--- config.mk ---
export PLATFORM = sky130hd
export DESIGN_NAME = fuc_handler
export DESIGN_NICKNAME = d
export VERILOG_FILES = /design/src/hw/fuc_pkg.sv /design/src/hw/fuc_handler.sv
export VERILOG_INCLUDE_DIRS = /design/src /design/src/hw
export SDC_FILE = /design/constraint.sdc
export NUM_CORES = 2
export LEC_CHECK = 0
export BUFFER_PORTS_ARGS = -buffer_cell sky130_fd_sc_hd__buf_2
export CAP_MARGIN = 15
export CORE_ASPECT_RATIO = 0.8
export CORE_MARGIN = 3
export CORE_UTILIZATION = 30
export DETAILED_ROUTE_END_ITERATION = 16
export GPL_ROUTABILITY_DRIVEN = 0
export SLEW_MARGIN = 15
export SYNTH_ARGS = -nofsm -noshare
export SYNTH_HDL_FRONTEND = slang
export SYNTH_SLANG_ARGS = --single-unit
--- constraint.sdc ---
create_clock -name ref_clk -period 8.5 [get_ports ref_clk]
set_clock_uncertainty 0.15 [all_clocks]
set_input_delay 0.85 -clock ref_clk [delete_from_list [all_inputs] [get_ports ref_clk]]
set_output_delay 0.85 -clock ref_clk [all_outputs]
set_load 0.01 [all_outputs]
--- src/hw/fuc_params.svh ---
// Constants for the firmware upgrade command handler.
// Assumes inclusion by bare name from the design file, the checker and the bench.
`ifndef FUC_PARAMS_SVH
`define FUC_PARAMS_SVH
// Register offsets on the plain register port (byte index).
`define FUC_A_PAYLOAD     8'h00
`define FUC_A_LEN         8'h7c
`define FUC_A_CMD         8'h7d
`define FUC_A_STATUS      8'h7e
`define FUC_A_REPLY_LEN   8'h7f
`define FUC_A_REPLY0      8'h80
`define FUC_A_REPLY1      8'h81
`define FUC_A_BLOCKS      8'h82
`define FUC_A_HDR         8'h83
`define FUC_A_NVM_CFG     8'h84
`define FUC_A_MOD_ID      8'h85
// Command codes.
`define FUC_C_START       8'h20
`define FUC_C_BLOCK       8'h21
`define FUC_C_ABORT       8'h22
`define FUC_C_COMPLETE    8'h23
`define FUC_C_RUN_A       8'h24
`define FUC_C_RUN_B       8'h25
`define FUC_C_COMMIT_A    8'h26
`define FUC_C_COMMIT_B    8'h27
`define FUC_C_STATUS      8'h28
// Reply status codes.
`define FUC_S_IDLE        8'h00
`define FUC_S_BUSY        8'h01
`define FUC_S_OK          8'h50
`define FUC_S_ERR0        8'hd0
`define FUC_S_ERR1        8'hd1
// Frame and header figures.
`define FUC_MAX_PAYLOAD   7'd123
`define FUC_HDR_LEN       9'd256
`define FUC_HDR_ID0       9'd16
`define FUC_HDR_ID1       9'd17
`define FUC_HDR_EOL0      9'd254
`define FUC_HDR_EOL1      9'd255
`define FUC_SPACE         8'h20
`define FUC_CR            8'h0d
`define FUC_LF            8'h0a
// Image slot status encodings.
`define FUC_IMG_ABSENT    2'd0
`define FUC_IMG_VALID     2'd1
`define FUC_IMG_BAD       2'd2
`endif

--- src/hw/fuc_pkg.sv ---
// Types for the firmware upgrade command handler.
// Assumes the constants header is on the include path.
`default_nettype none
package fuc_pkg;
    // Gray-coded along idle, execute, reply.
    typedef enum logic [1:0] {
        FUC_IDLE = 2'b00,
        FUC_EXEC = 2'b01,
        FUC_DONE = 2'b11
    } fuc_state_t;
endpackage
`default_nettype wire

--- src/hw/fuc_handler.sv ---
// Firmware field-upgrade command interpreter behind the command mailbox.
// Assumes a register master on ref_clk and that image storage lives outside.
//
// How it works
// - Payload and length in any order; writing the command byte executes it.
// - Start download: ok, or error code if there is not enough space.
// - Image block: up to 123 bytes, first is block number wrapping at 255.
// - Abort cancels the download: ok, else command error.
// - Complete: ok for full good image, incomplete, or CRC error.
// - Run first image: reset into it, invalid-image code if not valid.
// - Run second image: reset into it, invalid-image code if not valid.
// - Commit first or second image: ok or command error.
// - Status byte zero: bit 7 active image, bit 6 committed image.
// - Status byte one bits 5-4: first image absent, valid or bad.
// - Status byte one bits 1-0: second image absent, valid or bad.
// - Two image slots, the first the untouched factory default.
// - Downloads never go to the first slot, always to the second.
// - Header ends CR LF; two spaces mean a further 256-byte header follows.
`default_nettype none
`include "fuc_params.svh"
module fuc_handler (
    // Clock and reset.
    input  wire logic        ref_clk,
    input  wire logic        sys_rst,
    // Register port.
    input  wire logic [7:0]  reg_addr,
    input  wire logic [7:0]  reg_wdata,
    input  wire logic        reg_wr,
    input  wire logic        reg_rd,
    output logic      [7:0]  reg_rdata,
    // Image store: one byte of image body per pulse, always to the second slot.
    output logic             img_wr,
    output logic      [7:0]  img_data,
    output logic             img_erase,
    // Store condition and result of the final CRC check.
    input  wire logic        img_crc_ok,
    input  wire logic        nvm_space_ok,
    // Firmware restart request and the image it starts.
    output logic             fw_reset,
    output logic             fw_reset_sel
);
    // Mailbox storage.
    logic [7:0] payload_byte [0:122];
    logic [6:0] payload_length_q;
    logic [7:0] cmd_q;
    logic [7:0] command_reply_status_q;
    logic [7:0] reply_len_q;
    logic [7:0] reply0_q;
    logic [7:0] reply1_q;
    fuc_pkg::fuc_state_t state_q;
    logic [6:0] idx_q;
    // Download session and image bookkeeping.
    logic       session_q;
    logic       got_blocks_q;
    logic [7:0] next_blk_q;
    logic [8:0] hdr_cnt_q;
    logic       hdr_ext_q;
    logic       hdr_bad_q;
    logic [7:0] hdr_prev_q;
    logic [7:0] mod_id_q;
    logic       active_q;
    logic       commit_q;
    logic [1:0] img_b_q;
    logic       rd_q;
    logic [7:0] rd_addr_q;

    // Upper-case ASCII hex digit of a nibble.
    function automatic logic [7:0] fuc_hex(input logic [3:0] n);
        fuc_hex = (n < 4'ha) ? (8'h30 + {4'h0, n}) : (8'h37 + {4'h0, n});
    endfunction

    // Decode of the register port and the command executed.
    wire        cmd_wr    = reg_wr && (reg_addr == `FUC_A_CMD) && (state_q == fuc_pkg::FUC_IDLE);
    wire        pl_wr     = reg_wr && (reg_addr < {1'b0, `FUC_MAX_PAYLOAD});
    wire        stream    = (state_q == fuc_pkg::FUC_EXEC) && (cmd_q == `FUC_C_BLOCK);
    wire        last_byte = (idx_q + 7'd1 >= payload_length_q);
    wire [7:0]  cur_byte  = payload_byte[idx_q];
    // The extended-header flag stays set as a status bit, so only the count bounds the header.
    wire        in_header = (hdr_cnt_q < `FUC_HDR_LEN);
    wire        blk_ok    = (payload_byte[0] == next_blk_q) && (payload_length_q != 7'd0);
    wire        img_a_ok  = 1'b1;
    wire [1:0]  img_a     = `FUC_IMG_VALID;

    // The register read answers one cycle after the strobe; unmapped bytes read zero.
    always_ff @(posedge ref_clk) begin
        if (sys_rst) begin
            rd_q      <= 1'b0;
            rd_addr_q <= 8'h00;
        end else begin
            rd_q      <= reg_rd;
            rd_addr_q <= reg_addr;
        end
    end
    always_comb begin
        reg_rdata = 8'h00;
        if (rd_q) begin
            case (rd_addr_q)
                `FUC_A_LEN:       reg_rdata = {1'b0, payload_length_q};
                `FUC_A_CMD:       reg_rdata = cmd_q;
                `FUC_A_STATUS:    reg_rdata = command_reply_status_q;
                `FUC_A_REPLY_LEN: reg_rdata = reply_len_q;
                `FUC_A_REPLY0:    reg_rdata = reply0_q;
                `FUC_A_REPLY1:    reg_rdata = reply1_q;
                `FUC_A_BLOCKS:    reg_rdata = next_blk_q;
                `FUC_A_HDR:       reg_rdata = {5'h00, hdr_ext_q, hdr_bad_q, session_q};
                `FUC_A_MOD_ID:    reg_rdata = mod_id_q;
                default: begin
                    if (rd_addr_q < {1'b0, `FUC_MAX_PAYLOAD}) begin
                        reg_rdata = payload_byte[rd_addr_q[6:0]];
                    end
                end
            endcase
        end
    end

    // Payload bytes may be written in any order while idle; the command byte commits.
    always_ff @(posedge ref_clk) begin
        if (pl_wr && state_q == fuc_pkg::FUC_IDLE) begin
            payload_byte[reg_addr[6:0]] <= reg_wdata;
        end
    end

    // Mailbox state machine: streams block bytes, then posts the reply.
    always_ff @(posedge ref_clk) begin
        if (sys_rst) begin
            state_q                <= fuc_pkg::FUC_IDLE;
            cmd_q                  <= 8'h00;
            payload_length_q       <= 7'd0;
            command_reply_status_q <= `FUC_S_IDLE;
            idx_q                  <= 7'd0;
            mod_id_q               <= 8'h00;
        end else begin
            if (reg_wr && reg_addr == `FUC_A_LEN && state_q == fuc_pkg::FUC_IDLE) begin
                // Lengths above the frame limit are clipped to keep the index in range.
                payload_length_q <= (reg_wdata > {1'b0, `FUC_MAX_PAYLOAD}) ? `FUC_MAX_PAYLOAD
                                                                        : reg_wdata[6:0];
            end
            if (reg_wr && reg_addr == `FUC_A_MOD_ID) begin
                mod_id_q <= reg_wdata;
            end
            case (state_q)
                fuc_pkg::FUC_IDLE: begin
                    if (cmd_wr) begin
                        cmd_q                  <= reg_wdata;
                        command_reply_status_q <= `FUC_S_BUSY;
                        idx_q                  <= 7'd1;
                        state_q                <= fuc_pkg::FUC_EXEC;
                    end
                end
                fuc_pkg::FUC_EXEC: begin
                    // Non-block commands and bad blocks finish at once.
                    if (!stream || !session_q || !blk_ok || last_byte) begin
                        state_q <= fuc_pkg::FUC_DONE;
                    end else begin
                        idx_q <= idx_q + 7'd1;
                    end
                end
                fuc_pkg::FUC_DONE: begin
                    command_reply_status_q <= reply0_status(cmd_q);
                    state_q                <= fuc_pkg::FUC_IDLE;
                end
                default: state_q <= fuc_pkg::FUC_IDLE;
            endcase
        end
    end

    // Reply code for the finished command, from the session state.
    function automatic logic [7:0] reply0_status(input logic [7:0] c);
        reply0_status = `FUC_S_ERR0;
        case (c)
            `FUC_C_START:    reply0_status = nvm_space_ok ? `FUC_S_OK : `FUC_S_ERR0;
            // Header faults are reported by complete, not by the block that carried them.
            `FUC_C_BLOCK:    reply0_status = (session_q && blk_ok) ? `FUC_S_OK
                                                                   : `FUC_S_ERR0;
            `FUC_C_ABORT:    reply0_status = session_q ? `FUC_S_OK : `FUC_S_ERR0;
            `FUC_C_COMPLETE: reply0_status = !got_blocks_q ? `FUC_S_ERR0 :
                                             (img_crc_ok && !hdr_bad_q) ? `FUC_S_OK
                                                                        : `FUC_S_ERR1;
            `FUC_C_RUN_A:    reply0_status = img_a_ok ? `FUC_S_OK : `FUC_S_ERR0;
            `FUC_C_RUN_B:    reply0_status = (img_b_q == `FUC_IMG_VALID) ? `FUC_S_OK
                                                                         : `FUC_S_ERR0;
            `FUC_C_COMMIT_A: reply0_status = `FUC_S_OK;
            `FUC_C_COMMIT_B: reply0_status = (img_b_q == `FUC_IMG_VALID) ? `FUC_S_OK
                                                                         : `FUC_S_ERR0;
            `FUC_C_STATUS:   reply0_status = `FUC_S_OK;
            default:         reply0_status = `FUC_S_ERR1;
        endcase
    endfunction

    // Header check per streamed byte; session and image bookkeeping, updated as the command finishes.
    wire done_now = (state_q == fuc_pkg::FUC_DONE);
    // A block that carries only its number has no image byte to pass on.
    wire byte_now = stream && session_q && blk_ok && (idx_q < payload_length_q);
    always_ff @(posedge ref_clk) begin
        if (sys_rst) begin
            session_q    <= 1'b0;
            got_blocks_q <= 1'b0;
            next_blk_q   <= 8'h00;
            hdr_cnt_q    <= 9'd0;
            hdr_ext_q    <= 1'b0;
            hdr_bad_q    <= 1'b0;
            hdr_prev_q   <= 8'h00;
            active_q     <= 1'b0;
            commit_q     <= 1'b0;
            img_b_q      <= `FUC_IMG_ABSENT;
            reply_len_q  <= 8'h00;
            reply0_q     <= 8'h00;
            reply1_q     <= 8'h00;
        end else begin
            if (byte_now) begin
                // The header is walked byte by byte; the rest is vendor body.
                if (!hdr_ext_q && hdr_cnt_q == `FUC_HDR_ID0 &&
                    cur_byte != fuc_hex(mod_id_q[7:4])) begin
                    hdr_bad_q <= 1'b1;
                end
                if (!hdr_ext_q && hdr_cnt_q == `FUC_HDR_ID1 &&
                    cur_byte != fuc_hex(mod_id_q[3:0])) begin
                    hdr_bad_q <= 1'b1;
                end
                if (hdr_cnt_q == `FUC_HDR_EOL1) begin
                    // Two spaces open a second header block; CR LF ends the header.
                    if (hdr_prev_q == `FUC_SPACE && cur_byte == `FUC_SPACE && !hdr_ext_q) begin
                        hdr_ext_q <= 1'b1;
                        hdr_cnt_q <= 9'd0;
                    end else begin
                        if (!hdr_ext_q && !(hdr_prev_q == `FUC_CR && cur_byte == `FUC_LF)) begin
                            hdr_bad_q <= 1'b1;
                        end
                        hdr_cnt_q <= `FUC_HDR_LEN;
                    end
                end else if (in_header) begin
                    hdr_cnt_q <= hdr_cnt_q + 9'd1;
                end
                hdr_prev_q <= cur_byte;
            end
            if (done_now) begin
                reply_len_q <= 8'h00;
                case (cmd_q)
                    `FUC_C_START: begin
                        if (nvm_space_ok) begin
                            session_q    <= 1'b1;
                            got_blocks_q <= 1'b0;
                            next_blk_q   <= 8'h00;
                            hdr_cnt_q    <= 9'd0;
                            hdr_ext_q    <= 1'b0;
                            hdr_bad_q    <= 1'b0;
                            img_b_q      <= `FUC_IMG_ABSENT;
                        end
                    end
                    `FUC_C_BLOCK: begin
                        if (session_q && blk_ok) begin
                            next_blk_q   <= next_blk_q + 8'h01;
                            got_blocks_q <= 1'b1;
                        end
                    end
                    `FUC_C_ABORT: session_q <= 1'b0;
                    `FUC_C_COMPLETE: begin
                        if (session_q && got_blocks_q) begin
                            session_q <= 1'b0;
                            img_b_q   <= (img_crc_ok && !hdr_bad_q) ? `FUC_IMG_VALID
                                                                    : `FUC_IMG_BAD;
                        end
                    end
                    `FUC_C_RUN_A: active_q <= 1'b0;
                    `FUC_C_RUN_B: begin
                        if (img_b_q == `FUC_IMG_VALID) begin
                            active_q <= 1'b1;
                        end
                    end
                    `FUC_C_COMMIT_A: commit_q <= 1'b0;
                    `FUC_C_COMMIT_B: begin
                        if (img_b_q == `FUC_IMG_VALID) begin
                            commit_q <= 1'b1;
                        end
                    end
                    `FUC_C_STATUS: begin
                        reply_len_q <= 8'h02;
                        reply0_q    <= {active_q, commit_q, 6'h00};
                        reply1_q    <= {2'b00, img_a, 2'b00, img_b_q};
                    end
                    default: reply_len_q <= 8'h00;
                endcase
            end
        end
    end

    // Image store strobes; bytes after the block number go to the second slot only.
    always_ff @(posedge ref_clk) begin
        if (sys_rst) begin
            img_wr       <= 1'b0;
            img_data     <= 8'h00;
            img_erase    <= 1'b0;
            fw_reset     <= 1'b0;
            fw_reset_sel <= 1'b0;
        end else begin
            img_wr       <= byte_now;
            img_data     <= cur_byte;
            img_erase    <= done_now && cmd_q == `FUC_C_START && nvm_space_ok;
            fw_reset     <= done_now && ((cmd_q == `FUC_C_RUN_A && img_a_ok) ||
                            (cmd_q == `FUC_C_RUN_B && img_b_q == `FUC_IMG_VALID));
            fw_reset_sel <= (cmd_q == `FUC_C_RUN_B);
        end
    end
endmodule
`default_nettype wire

# --- Word level (Yosys, flattened, before mapping) ---
# Memories as Yosys holds them, arrays and structs flattened. A register that Yosys moved wholly into a read port is not among the register bits.
# Cells that the tools add are included.
word_totals:
  output_inout_bits: 20
  mem_bits_rw: 984
  inputBits: 22
  ff_bits: 107
  n_memories: 1
memory_table:
  columns: ["memory", "depth", "width", "rd", "rd_clocked_by_memory_dff", "write_ports", "line_no", "text"]
  rows:
  - ["payload_byte", 123, 8, 3, 2, 1, "fuc_handler.sv:43", "logic [7:0] payload_byte [0:122];"]
classes:
  n_reduce_logical: 58
  eq_ne: 42
  order_cmp: 8
  mux: 65
  add_sub_neg: 7
op_table:
  columns: ["op", "n"]
  rows:
  - ["8-bit by 6-bit equality test with 1-bit output (second input constant)", 11]
  - ["8-bit two-way mux", 11]
  - ["8-bit case mux with 9 select lines", 1]
  - ["9-bit two-way mux", 7]
  - ["7-bit two-way mux", 8]
  - ["8-bit by 7-bit equality test with 1-bit output (second input constant)", 6]
  - ["8-bit equality test (second input constant)", 6]
  - ["8-bit case mux with 6 select lines", 1]
  - ["8-bit case mux with 2 select lines", 2]
  - ["6-bit by 4-bit adder with 7-bit output (first input constant)", 4]
  - ["1-bit logical AND", 27]
  - ["1-bit two-way mux", 22]
  - ["9-bit by 5-bit equality test with 1-bit output (second input constant)", 2]
  - ["8-bit by 4-bit equality test with 1-bit output (second input constant)", 2]
  - ["8-bit by 7-bit less-than comparator with 1-bit output (second input constant)", 2]
  - ["8-bit by 7-bit inequality test with 1-bit output", 2]
  - ["7-bit case mux with 2 select lines", 1]
  - ["2-bit two-way mux", 6]
  - ["2-bit inequality test (second input constant)", 6]
  - ["4-bit AND reduction", 3]
  - ["2-bit nonzero test", 6]
  - ["9-bit by 1-bit adder with 9-bit output (second input constant)", 1]
  - ["9-bit by 8-bit equality test with 1-bit output (second input constant)", 1]
  - ["9-bit less-than comparator (second input constant)", 1]
  - ["22 further kinds", 41]

# --- Longest topological paths before layout ---
depth:
  word_depth: 13
  depth_mapped: 16
  mapped_depth_nobuf: 12

# --- Worst setup path after synthesis ---
# No wires, ideal clock.
synth_path:
  path_type: "reg-to-output"
  startpoint: "reg rd_addr_q[0]"
  endpoint: "out reg_rdata[0]"
  path_stages_with_launch: 12
  t_arrival_ns: 3.169
  path_slack_ns: 4.331
  required_time_ns: 7.500
  cell_sequence: "dfxtp_1 > clkbuf_1 > clkbuf_1 > buf_1 > buf_2 > mux4_2 > mux2i_1 > o21ai_0 > mux4_2 > mux2i_1 > nor2_1 > o21a_1"
synth_via:
  elab_chain_cells: 4
synth_lines:
  columns: ["item", "line_no", "text"]
  rows:
  - ["from (decl)", "fuc_handler.sv:65", "logic [7:0] rd_addr_q;"]
  - ["from (signal assigned)", "fuc_handler.sv:91", "rd_addr_q <= reg_addr;"]
  - ["8-bit by 7-bit less-than comparator with 1-bit output", "fuc_handler.sv:108", "if (rd_addr_q < {1'b0, `FUC_MAX_PAYLOAD}) begin"]
  - ["8-bit two-way mux", "fuc_handler.sv:108", null]
  - ["8-bit case mux with 9 select lines (*)", "fuc_handler.sv:97", "case (rd_addr_q)"]
  - ["8-bit two-way mux (*)", "fuc_handler.sv:96", "if (rd_q) begin"]
  - ["to (decl)", "fuc_handler.sv:30", "output logic [7:0] reg_rdata,"]
# Every way passes the cells marked *; elsewhere a longest branch is shown, timed or not.

# --- Final worst setup path ---
# Ends and elaborated chain as after synthesis.

==> impl_metrics.tcl <==
set metrics [dict create \
    status "finished, final reports clean" \
    grt_pass1_vias 30790 \
    synthFlopType "edfxtp_1" \
    drive_gt1_frac 0.2570 \
    mostFrequentLayoutCells "984 x edfxtp_1, 481 x mux4_2, 242 x nor2_1, 194 x mux2i_1, 154 x nand2_1" \
    portBuffers 41 \
    die_y_um 378.4 \
    cts_setup_buffers 0 \
    cts-hold-fix-buffers 0 \
    max_cap_violations 0 \
    syn-num-nets 3126 \
    htreeDepth 3 \
    synth-seq-area-share 0.6073 \
    hp-class "in -> reg" \
    clkSlewWorstSetupHoldPaths_ns 0.07 \
    initial_core_util 0.3024 \
    start_kind "flop" \
    ys_async_sr_fraction 0 \
    ant_nets 0 \
    num-nets-final 3137 \
    drtIter0Drc 5137 \
    path_max_fanout 44 \
    grt_pass1_wl_um 243300 \
    p_leak_nw 17.18 \
    rr_worst_depth 12 \
    final_util 0.3375 \
    preCtsSetupSlack_ns 3.116 \
    viasPerCell 5.960 \
    cp-end-kind "output port" \
    slew_viol_final 0 \
    multi_input_area_um2 19120 \
    grt_overflow 0 \
    clkSinkCount 1086 \
    fin_crit_sh 0.6919 \
    insertion_delay_ns 0.74 \
    slew_headroom 0.1334 \
    area_growth_pct 11.63 \
    yosysWarningCount 0 \
    ios 42 \
    worst_ep_arrival_time_ns 4.88 \
    rsz0062_at_grt "no" \
    dpl.hpwl_um 115100 \
    synthCells 3083 \
    synth_seq_cells 1086 \
    cts_tree "yes" \
    numCtsBuffers 104 \
    core_um2 172000 \
    grt_start_max_net_pins 131 \
    cts_buffer_depth 3 \
    die_width_um 471.5 \
    netlist_area_um2 52010 \
    cts_resized 0 \
    grt_usage 0.1913 \
    final_common_cell "edfxtp_1" \
    syn_avg_cell_area_um2 16.87 \
    rows 136 \
    finalSetupTns_ns 0 \
    routedWlPerCell_um 31.89 \
    layout_setup_ws_ns 2.619 \
    drc_errors 0 \
    worst_pin_slew_ns 1.295 \
    fmax_ghz 0.1700 \
    ir_drop_mv 0.1974 \
    cts-root-buf "clkbuf_16" \
    cellPowerDensity_nw_per_um2 191.4 \
    crit_required_ns 7.50 \
    finalSetupViolCount 0 \
    wl_um 174300 \
    regArea_um2 31620 \
    fill_cells 16270 \
    die_area_um2 178400 \
    finalHoldViolCount 0 \
    synth_edf_count 984 \
    min_path_cells 2 \
    fin_crit_ns 5.881 \
    antenna_found_initial 16 \
    vias 32590 \
    worst-setup-path-type "reg -> out" \
    drtPass1Iterations 7 \
    synth_cell_type_count 89 \
]
[layout make-up]
cell class	count	share of cell area
multi-input combinational	1742	0.3293
clock inverter	67	0.01049
sequential	1086	0.5445
antenna	7	0.0003017
clock buffer	128	0.04779
timing repair buffer	129	0.01655
tap	2277	0.04906
inverter	31	0.002004
[per-stage QoR]
stage | cells | instance area (um2) | power [mW] | hold slack [ns]
finish | 5467 | 58070 | 11.11 | 0.1728
global route | 5460 | 58050 | 11.39 | 0.1679
CTS | 5460 | 58040 | 11.15 | 0.1319
detailed placement | 5265 | 54660 | 6.496 | 0.2903
global placement | 5264 | 54640 | 6.493 | 0.2895
floorplan | 3083 | 52010 | 6.240 | 0.2760
[synthesized netlist by cell type, types with 8 or more instances]
cell,n,area (um2)
mux2_2,14,157.7
xor2_1,11,96.34
and3_1,12,75.07
buf_2,26,130.1
mux4_2,481,10830
a221oi_1,10,87.58
xnor2_1,14,122.6
a211oi_1,20,150.1
buf_6,19,214.0
nand3b_1,8,60.06
clkbuf_1,99,371.6
o21ai_0,63,315.3
edfxtp_1,984,29550
a22oi_1,65,488.0
inv_1,28,105.1
nand4_1,9,56.30
nor2_1,244,915.9
nor2b_1,44,275.3
nor4_1,19,118.9
a21oi_1,79,395.4
o22ai_1,11,68.82
dfxtp_1,102,2042
buf_4,30,225.2
and2_1,15,93.84
nand3_1,63,315.3
buf_1,44,165.2
o21a_1,10,75.07
mux2i_1,194,1942
mux4_1,11,289.0
or3_1,10,62.56
ha_1,21,262.8
nand2_1,155,581.8
a31oi_1,9,56.30
nor3_1,25,125.1
nand2b_1,17,106.4
[final timing paths]
path,startpoint,end,slack [ns]
setup / recovery,rd_addr_q[0],reg_rdata[0],2.62
hold / removal,reg_rd,rd_q,0.17
setup reg to reg,flop,hdr_bad_q,2.94
hold reg to reg,hdr_prev_q[4],hdr_prev_q[4],0.30
[sequential cells by signal (all words and copies together) (netlist names), 2 cells and up, named ones only]
signal                  cells
payload_byte              984
hdr_cnt_q                   9
cmd_q                       8
hdr_prev_q                  8
img_data                    8
mod_id_q                    8
next_blk_q                  8
rd_addr_q                   8
idx_q                       7
payload_length_q            7
command_reply_status_q      3
reply1_q                    3
img_b_q                     2
reply0_q                    2
state_q                     2
[cells by family (layout without fill, tap and decap cells)]
kind of cell / count (synthesis) / count (layout) / synth area share
DFF: 1086 / 1086 / 0.6073
muxes: 701 / 701 / 0.2547
and+or+nand+nor: 661 / 661 / 0.06006
AOI/OAI and AO/OA: 334 / 334 / 0.04325
buffers and inverters: 255 / 355 / 0.02543
xor gates and xnor gates: 25 / 25 / 0.004210
adders and majority gates: 21 / 21 / 0.005051
other: 0 / 7 / 0
[report_power, final]
group	switching (mW)	internal, mW
clock network	2.12	2.60
logic	0.350	0.199
registers	0.0199	5.83
[critical path, cell delays in order, from the launching register on]
cell and delay [ns]:
dfxtp_4 0.64, buf_4 0.78, mux4_2 0.59, mux2i_1 0.47, o21ai_0 0.26, mux4_2 0.51, mux2i_1 0.40, nor2_1 0.09
o21a_1 0.19, buf_2 0.14
[metal layers]
| layer | GRT usage | vias up | share of wire |
|---|---|---|---|
| met2 | 0.2577 | 2453 | 0.40 |
| li1 | - | 12730 | - |
| met4 | 0.06487 | 6 | 0.038 |
| met3 | 0.07535 | 336 | 0.15 |
| met1 | 0.2773 | 17070 | 0.41 |
| met5 | 0.002442 | - | 0.00048 |
Note: power is estimated with default switching activity, not from simulation.
